--- src/core/ldc_pkg.sv ---
// ldc_pkg: constants shared by the led dimming control block
// assumes a 25 MHz core clock; times are converted to cycle counts here
package ldc_pkg;

  // core clock rate in hertz
  localparam int unsigned CLK_HZ = 25_000_000;

  // documented times, figures as printed
  localparam int unsigned PROG_LOW_MIN_NS = 200;
  localparam int unsigned PROG_LOW_MAX_US = 100;
  localparam int unsigned SLEEP_LOW_US = 1500;
  localparam int unsigned STEP_UP_DELAY_US = 400;
  localparam int unsigned SETTLE_US = 40;

  // least times round up, longest round down, never below one cycle
  localparam int unsigned PROG_LOW_MIN_CYC =
    (PROG_LOW_MIN_NS * (CLK_HZ / 1_000_000) + 999) / 1000;
  localparam int unsigned PROG_LOW_MAX_CYC =
    PROG_LOW_MAX_US * (CLK_HZ / 1_000_000);
  localparam int unsigned SLEEP_LOW_CYC = SLEEP_LOW_US * (CLK_HZ / 1_000_000);
  localparam int unsigned STEP_UP_CYC =
    STEP_UP_DELAY_US * (CLK_HZ / 1_000_000);
  localparam int unsigned SETTLE_CYC = SETTLE_US * (CLK_HZ / 1_000_000);

  // width of the shared time counters
  localparam int unsigned CNT_W = 16;

  // gain codes: level index 0..5 is 132 shifted right by the index
  localparam logic [2:0] LEVEL_FULL = 3'h0;
  localparam logic [2:0] LEVEL_LAST = 3'h5;

  // pump mode codes on the pump mode output
  localparam logic [1:0] PUMP_1X = 2'h0;
  localparam logic [1:0] PUMP_1X33 = 2'h1;
  localparam logic [1:0] PUMP_1X5 = 2'h2;
  localparam logic [1:0] PUMP_2X = 2'h3;

endpackage

--- src/core/ldc_sync.sv ---
// ldc_sync: three-stage synchroniser with agreement filter for one pin
// assumes the pin is asynchronous to clk_in; output changes once
// the second and third stages agree on a new level
`timescale 1ns/1ns
module ldc_sync (
  // clock and reset
  input wire logic clk_in,
  input wire logic reset_n_in,
  // raw pin and filtered level
  input wire logic pin_in,
  output logic level_out
);

  typedef struct packed {
    logic s1;
    logic s2;
    logic s3;
    logic level;
  } ldc_sync_s;

  ldc_sync_s st_q;
  ldc_sync_s st_d;

  // shift chain; first stage read only by the second
  always_comb begin
    st_d = st_q;
    st_d.s1 = pin_in;
    st_d.s2 = st_q.s1;
    st_d.s3 = st_q.s2;
    if (st_q.s2 == st_q.s3) begin
      st_d.level = st_q.s3;
    end
  end

  // register the state
  always_ff @(posedge clk_in) begin
    if (!reset_n_in) begin
      st_q <= '0;
    end else begin
      st_q <= st_d;
    end
  end

  assign level_out = st_q.level;

endmodule

--- src/core/ldc_top.sv ---
// ldc_top: one-wire enable and dimming control with pump mode sequencing
// assumes analog comparators give clean same-clock-free status levels,
// each passed through a synchroniser here; one 25 MHz clock
//
// Behaviour
// - first rise from shutdown enables device at full-scale gain 132.
// - each later rising edge halves led current down to 3.125 percent.
// - gain steps 132,66,33,16.5,8.25,4.125 then wraps back to 132.
// - input low for 1.5 ms or longer enters zero-current shutdown.
// - low pulses shorter than 0.2 us are filtered and ignored.
// - low pulses longer than 100 us may count as shutdown request.
// - led current settles to a new level within typical 40 us.
// - undervoltage indication disables all channels and forces shutdown.
// - shutdown puts led outputs high impedance and releases set pin.
// - pump starts in 1x and stays while enabled channels regulate.
// - loss of regulation steps pump up only after about 400 us.
// - step-up order is 1.33x, 1.5x, 2x, each with the same delay.
// - never step down to intermediate mode; return straight to 1x.
// - open led channel is excluded from regulation and step-up decision.
// - all channels open forces the pump into 1x mode.
// - output overvoltage forces the pump to 1x and re-evaluates mode from 1x.
// - over-temperature enters thermal shutdown, resumes when cooled.
// - in 1x mode pump switches stay idle, linear operation only.
`timescale 1ns/1ns
module ldc_top #(
  parameter int unsigned SLEEP_CYC = ldc_pkg::SLEEP_LOW_CYC,
  parameter int unsigned STEP_CYC = ldc_pkg::STEP_UP_CYC,
  parameter int unsigned NUM_CH = 3
) (
  // clock and reset
  input wire logic clk_in,
  input wire logic reset_n_in,
  // one-wire enable and dimming pin
  input wire logic enable_dim_input_in,
  // analog status indications
  input wire logic undervoltage_in,
  input wire logic overvoltage_in,
  input wire logic over_temp_in,
  input wire logic unity_mode_ok_in,
  input wire logic [NUM_CH-1:0] led_open_in,
  input wire logic [NUM_CH-1:0] led_low_headroom_in,
  // led channel and set pin control
  output logic [NUM_CH-1:0] led_channel_enable_out,
  output logic current_set_pin_enable_out,
  output logic [2:0] gain_level_out,
  output logic current_settled_out,
  // pump control
  output logic [1:0] pump_mode_out,
  output logic pump_switch_enable_out,
  // state
  output logic active_out
);

  //////////////////////////////////////////////////////////////////////////
  // synchronised inputs

  logic pin_lvl;
  logic uv_lvl;
  logic ov_lvl;
  logic ot_lvl;
  logic ok1x_lvl;
  logic [NUM_CH-1:0] open_lvl;
  logic [NUM_CH-1:0] head_lvl;

  // pin passes three stages with agreement filter
  ldc_sync u_pin (
    .clk_in(clk_in), .reset_n_in(reset_n_in),
    .pin_in(enable_dim_input_in), .level_out(pin_lvl)
  );
  ldc_sync u_uv (
    .clk_in(clk_in), .reset_n_in(reset_n_in),
    .pin_in(undervoltage_in), .level_out(uv_lvl)
  );
  ldc_sync u_ov (
    .clk_in(clk_in), .reset_n_in(reset_n_in),
    .pin_in(overvoltage_in), .level_out(ov_lvl)
  );
  ldc_sync u_ot (
    .clk_in(clk_in), .reset_n_in(reset_n_in),
    .pin_in(over_temp_in), .level_out(ot_lvl)
  );
  ldc_sync u_ok (
    .clk_in(clk_in), .reset_n_in(reset_n_in),
    .pin_in(unity_mode_ok_in), .level_out(ok1x_lvl)
  );

  // per-channel status synchronisers
  for (genvar i = 0; i < NUM_CH; i++) begin : g_ch
    ldc_sync u_open (
      .clk_in(clk_in), .reset_n_in(reset_n_in),
      .pin_in(led_open_in[i]), .level_out(open_lvl[i])
    );
    ldc_sync u_head (
      .clk_in(clk_in), .reset_n_in(reset_n_in),
      .pin_in(led_low_headroom_in[i]), .level_out(head_lvl[i])
    );
  end

  //////////////////////////////////////////////////////////////////////////
  // state

  typedef enum logic [2:0] {
    LDC_OFF = 3'b001,
    LDC_ON = 3'b010,
    LDC_LOW = 3'b100
  } ldc_link_e;

  typedef struct packed {
    ldc_link_e link;
    logic [ldc_pkg::CNT_W-1:0] low_cnt;
    logic [2:0] level;
    logic [ldc_pkg::CNT_W-1:0] step_cnt;
    logic [ldc_pkg::CNT_W-1:0] settle_cnt;
    logic [1:0] pump;
    logic [NUM_CH-1:0] led_en;
    logic current_set_pin_en;
    logic sw_en;
    logic settled;
    logic active;
  } ldc_s;

  ldc_s st_q;
  ldc_s st_d;

  // next level index with wrap after the sixth level
  function automatic logic [2:0] ldc_next_level(input logic [2:0] lvl);
    if (lvl >= ldc_pkg::LEVEL_LAST) begin
      ldc_next_level = ldc_pkg::LEVEL_FULL;
    end else begin
      ldc_next_level = 3'(lvl + 3'h1);
    end
  endfunction

  // a pending step-up needs a regulating channel that lacks headroom
  logic [NUM_CH-1:0] used_ch;
  logic need_step;
  logic all_open;
  logic fault;

  always_comb begin
    used_ch = ~open_lvl;
    need_step = |(head_lvl & used_ch);
    all_open = &open_lvl;
    fault = uv_lvl | ot_lvl;
  end

  //////////////////////////////////////////////////////////////////////////
  // next state

  always_comb begin
    st_d = st_q;
    // link: enable, dimming edges and shutdown timeout
    case (st_q.link)
      LDC_OFF: begin
        st_d.low_cnt = '0;
        st_d.level = ldc_pkg::LEVEL_FULL;
        if (pin_lvl && !fault) begin
          st_d.link = LDC_ON;
          st_d.level = ldc_pkg::LEVEL_FULL;
        end
      end
      LDC_ON: begin
        st_d.low_cnt = '0;
        if (!pin_lvl) begin
          st_d.link = LDC_LOW;
          st_d.low_cnt = ldc_pkg::CNT_W'(1);
        end
      end
      LDC_LOW: begin
        if (pin_lvl) begin
          st_d.link = LDC_ON;
          // short glitch leaves the level unchanged
          if (st_q.low_cnt >= ldc_pkg::CNT_W'(ldc_pkg::PROG_LOW_MIN_CYC)) begin
            st_d.level = ldc_next_level(st_q.level);
          end
        end else if (st_q.low_cnt >= ldc_pkg::CNT_W'(SLEEP_CYC - 1)) begin
          st_d.link = LDC_OFF;
        end else begin
          st_d.low_cnt = ldc_pkg::CNT_W'(st_q.low_cnt + 1'b1);
        end
      end
      default: begin
        st_d.link = LDC_OFF;
      end
    endcase

    // undervoltage or over-temperature forces shutdown
    if (fault) begin
      st_d.link = LDC_OFF;
      st_d.level = ldc_pkg::LEVEL_FULL;
    end

    // settle timer restarts on any level change or enable
    if (st_d.level != st_q.level || st_d.link == LDC_OFF) begin
      st_d.settle_cnt = '0;
      st_d.settled = 1'b0;
    end else if (st_q.settle_cnt >= ldc_pkg::CNT_W'(ldc_pkg::SETTLE_CYC - 1))
    begin
      st_d.settled = 1'b1;
    end else begin
      st_d.settle_cnt = ldc_pkg::CNT_W'(st_q.settle_cnt + 1'b1);
    end

    // pump mode sequencing
    if (st_d.link == LDC_OFF || ov_lvl || all_open) begin
      st_d.pump = ldc_pkg::PUMP_1X;
      st_d.step_cnt = '0;
    end else if (st_q.pump != ldc_pkg::PUMP_1X && ok1x_lvl) begin
      st_d.pump = ldc_pkg::PUMP_1X;
      st_d.step_cnt = '0;
    end else if (need_step && st_q.pump != ldc_pkg::PUMP_2X) begin
      if (st_q.step_cnt >= ldc_pkg::CNT_W'(STEP_CYC - 1)) begin
        st_d.pump = 2'(st_q.pump + 2'h1);
        st_d.step_cnt = '0;
      end else begin
        st_d.step_cnt = ldc_pkg::CNT_W'(st_q.step_cnt + 1'b1);
      end
    end else begin
      st_d.step_cnt = '0;
    end

    // outputs follow the next state so they leave flip-flops directly
    st_d.active = (st_d.link != LDC_OFF);
    st_d.led_en = st_d.active ? used_ch : '0;
    st_d.current_set_pin_en = st_d.active;
    st_d.sw_en = st_d.active && (st_d.pump != ldc_pkg::PUMP_1X);
  end

  // register the state
  always_ff @(posedge clk_in) begin
    if (!reset_n_in) begin
      st_q <= '{link: LDC_OFF, pump: ldc_pkg::PUMP_1X, default: '0};
    end else begin
      st_q <= st_d;
    end
  end

  //////////////////////////////////////////////////////////////////////////
  // outputs

  assign led_channel_enable_out = st_q.led_en;
  assign current_set_pin_enable_out = st_q.current_set_pin_en;
  assign gain_level_out = st_q.level;
  assign current_settled_out = st_q.settled;
  assign pump_mode_out = st_q.pump;
  assign pump_switch_enable_out = st_q.sw_en;
  assign active_out = st_q.active;

endmodule

--- config.mk ---
export PLATFORM = sky130hd
export DESIGN_NAME = ldc_top
export DESIGN_NICKNAME = d
export VERILOG_FILES = /design/src/core/ldc_pkg.sv /design/src/core/ldc_sync.sv /design/src/core/ldc_top.sv
export SDC_FILE = /design/constraint.sdc
export NUM_CORES = 1
export LEC_CHECK = 0
export ABC_AREA = 1
export BUFFER_PORTS_ARGS = -buffer_cell sky130_fd_sc_hd__buf_2
export CORE_MARGIN = 1
export CORE_UTILIZATION = 45
export CTS_BUF_LIST = sky130_fd_sc_hd__clkbuf_8
export DETAILED_ROUTE_END_ITERATION = 16
export REMOVE_ABC_BUFFERS = 1
export SLEW_MARGIN = 5
export SYNTH_ARGS = -nofsm -noshare
export SYNTH_HDL_FRONTEND = slang
export SYNTH_SLANG_ARGS = --single-unit
--- constraint.sdc ---
create_clock -name clk_in -period 3.44 [get_ports clk_in]
set_clock_uncertainty 0.2 [all_clocks]
set_input_delay 0 -clock clk_in [delete_from_list [all_inputs] [get_ports clk_in]]
set_output_delay 0 -clock clk_in [all_outputs]
set_load 0.03 [all_outputs]
==> results summary <==
The share of the clock period used by the worst path after layout came out at 0.728. Data on the critical path arrives at its endpoint at 2.58 ns. The DRC violation count after routing came out at 0. The core area is 9910 µm². In this run the deepest clock path goes through 2 buffers.

The most numerous cell on the critical path is nand2_1. The horizontal extent of the die came out at 104 µm. The total number of vias came out at 3743.

The setup TNS is 0 ns. The number of cell rows is 36. Of the total power, the share spent switching nets is 0.249.

The via density per instance is 4.76. The part of the total power dissipated in combinational logic came out at 0.032. The worst slew margin relative to its limit is 0.567. The register bit count reported by yosys is 106. The area growth from synthesis to final layout came out at 13.0%. The slew at the pin closest to its max-slew limit is 0.649 ns. Of all cell types, the one taking the most synthesized area is dfxtp_1. The number of filler instances in the final layout is 949. The number of iterations in the first detailed-routing pass came out at 4. Among all flip-flop cells after synthesis, the most frequent one is dfxtp_1. The number of cell instances on the worst register-to-register path is 12. The finished layout cell area is 5280 µm². Each instance of the synthesized netlist takes up on average 7.67 µm². Clock latency on the worst-skew pair, taken at its later pin, is 0.39 ns. The end point of the worst hold path is u_uv.st_d[1].

The total I/O pin count is 25. TritonCTS built the clock tree. The clock root buffer master is clkbuf_8. The final weighted congestion of routability-driven global placement is 0.842. Timing would allow up to 399 MHz. The total grt overflow came out at 0. The worst register-to-register path begins at st_q[60].

STA classifies the critical path startpoint as a flop. The max-slew violation count is 0. The yosys synthesis warning count came out at 0. The clock input transition at the sequential cells of the worst setup and hold paths came out at 0.12 ns. The flow ran to the end, and the final reports show no timing, DRC or antenna violations. The number of DRC violations after detailed-routing iteration 0 is 135. The power per cell area came out at 397 nW/µm². The internal portion of total power is 1.57 mW. The number of H-tree levels is 3.

Counting the buffers created by CTS gives 9. The slowest cell on the critical path is nor3_4. Input and output buffers added on the ports amount to 24.

The pin count of the biggest net entering global routing came out at 49. The final setup violation count came out at 0. Setup repair after global routing left no endpoint under its margin. The class of the most critical hold timing path is flop to flop. In this run the most critical hold path is launched from u_uv.st_d[2].

The total wire length came out at 8.56 mm. The critical path start-end classification is flop to flop. The max-capacitance violation count is 0. The via count of the first global-routing pass was 3549. For this run, the total global-route usage over all layers was measured as 0.174. The async set or reset register ratio after synthesis is 0. The post-detailed-placement cell area came out at 4840 µm². STA classifies the critical path endpoint as a flop. In this run the worst path has a maximum fanout of 17. The net count of the finished layout is 671.

The total power is 2.09 mW. The total clock sinks came out at 106. The number of antenna violations at the first check in global routing is 0. Counting instances, the worst hold path has a depth of 2.

The number of flops mapped to enable cells by yosys is 0. Yosys mapped the design onto 37 distinct sky130hd cell types. The maximum vdd drop came out at 0.000360 V.

The setup check on the worst reg-to-reg path leaves a slack of 0.93 ns. The initial cell density of the core is 0.471. The worst reg2reg path endpoint is st_q[49]. The fraction of the yosys area taken by sequential cells is 0.454. The clock power share is 0.369. The static leakage power came out at 2.30 nW. The average wire per standard cell came out at 10.9 µm. The sequential cell fraction of total power is 0.599.

The critical path goes through nor3_4 > inv_4 > nand2_2 > inv_2 > nand2_4 > nand2_1 > inv_1 > nand2_1 > nor2_1 > nand2_1 > o21ai_0 > a21oi_1. The gate count after technology mapping is 609. After legalization and detailed placement, the total HPWL measured 5.83 mm. The worst stage delay on the critical path came out at 0.43 ns. Of the cells placed in the final design, the portion with a size suffix greater than 1 is 0.0979. The final critical delay including setup and external delays came out at 2.51 ns.

The chip height came out at 104 µm. The number of hold violations in the final report is 0. The proportion of netlist area held by the largest area contributor came out at 0.454. After synthesis the cells add up to 4670 µm². The die covers 10800 µm². For the worst setup path, the data required time is 3.52 ns.

The switching power total is 0.521 mW. In the post-synthesis netlist, the biggest area contributors are dfxtp_1 (45%), nand2_1 (9.8%), inv_1 (8.1%). The number of antenna diodes is 0.

The global-route wire length before repair came out at 15.5 mm. The post-CTS repair timing setup buffer count is 0. Once detail routing completed, the nets flagged for antenna violations numbered 0.
-- metal layers --
| metal | global-route usage | vias up | share of wire |
|---|---|---|---|
| met1 | 0.209 | 1693 | 0.49 |
| met2 | 0.295 | 50 | 0.47 |
| met5 | 0 | - | 0 |
| met3 | 0.0464 | 14 | 0.029 |
| li1 | - | 1986 | - |
| met4 | 0.0684 | 0 | 0.016 |
-- metrics by stage --
step | instances | hold WS, ns | setup slack (ns) | util
CTS | 787 | 0.219 | 0.944 | 0.532
detailed placement | 748 | -0.0139 | 0.976 | 0.488
floorplan | 590 | -0.107 | 1.20 | -
global placement | 748 | -0.0205 | 0.998 | 0.488
global route | 787 | 0.250 | 0.631 | 0.532
finish | 787 | 0.216 | 0.935 | 0.532
-- Yosys cell counts, drive strengths merged (5+ instances only) --
| master | n |
|---|---|
| a21oi | 31 |
| buf | 12 |
| clkbuf | 8 |
| dfxtp | 106 |
| ha | 9 |
| inv | 103 |
| nand2 | 125 |
| nand3 | 32 |
| nand4 | 13 |
| nor2 | 70 |
| nor3 | 26 |
| o21ai | 28 |
| xnor2 | 5 |
| xor2 | 16 |
-- power by group through the flow --
stage | Combinational [mW] | Sequential [mW] | Clock [mW]
detailed placement | 0.0469 | 1.28 | 0
finish | 0.0669 | 1.25 | 0.773
global route | 0.0756 | 1.26 | 0.857
CTS | 0.0668 | 1.25 | 0.805
floorplan | 0.0246 | 1.28 | 0
global placement | 0.0459 | 1.28 | 0
-- state kept, by name, summed over array words and instances, names as in the netlist, 3 cells and up --
signal / cells
g_ch.u_head.level_out: 3
led_channel_enable_out: 3
g_ch.u_head.st_q: 3
gain_level_out: 3
g_ch.u_open.st_d: 6
g_ch.u_open.level_out: 3
st_q: 51
g_ch.u_head.st_d: 6
g_ch.u_open.st_q: 3
-- repair_timing --
item                      4_1_cts  5_1_grt
resized for setup               0        0
hold buffers                   23        0
hold endpoints to repair       51        0
-- cells by family (layout without fill, tap and decap cells) --
group,count (synthesis),in the layout,share of synthesized area
other cells,1,2,0.000803
fa+ha+maj,9,9,0.0241
xor+xnor,21,21,0.0394
buf+inv,123,167,0.111
compound gates,69,69,0.0815
flops,106,106,0.454
mux,1,1,0.00214
simple gates,279,279,0.287
-- critical path, delay by kind of cell (launching register included) --
family / cells / cell delay, ns
AND/OR/NAND/NOR: 7 / 1.42
flip-flops: 1 / 0.37
AO/OA/AOI/OAI: 2 / 0.20
buffers and inverters: 3 / 0.20
-- cell type report --
cell class / instances / area, µm² / share of cell area
Clock buffer: 9 / 124 / 0.0235
Inverter: 103 / 389 / 0.0738
Sequential cell: 106 / 2120 / 0.402
Clock inverter: 7 / 81.3 / 0.0154
Timing Repair Buffer: 48 / 358 / 0.0678
Tap cell: 133 / 166 / 0.0315
Multi-Input combinational cell: 381 / 2030 / 0.386
-- placed cells by master, fill, tap and decap left out, types with 3 or more instances in the layout --
master / instances
nor3b_1: 4
nand2_1: 122
dlygate4sd3_1: 23
nor2_1: 59
o21ai_0: 28
nor2_4: 11
o22ai_1: 3
xnor2_1: 5
nand4_1: 12
a21oi_1: 30
nand3b_1: 4
nor4_1: 3
inv_1: 101
dfxtp_1: 106
ha_1: 9
buf_2: 24
a211oi_1: 3
xor2_1: 16
nand3_1: 30
inv_6: 3
clkbuf_8: 9
nor3_1: 25
-- worst max-delay path by stage --
stage          slack [ns]  endpoint         startpoint
5_1_grt              0.63  st_q[49]           st_q[62]
3_3_place_gp          1.0  st_q[13]           st_q[60]
3_5_place_dp         0.98  st_q[49]           st_q[60]
2_1_floorplan        1.20  st_q[10]  gain_level_out[1]
4_1_cts              0.94  st_q[49]           st_q[60]
6_report             0.93  st_q[49]           st_q[60]
(Power assumes the default switching activity.)
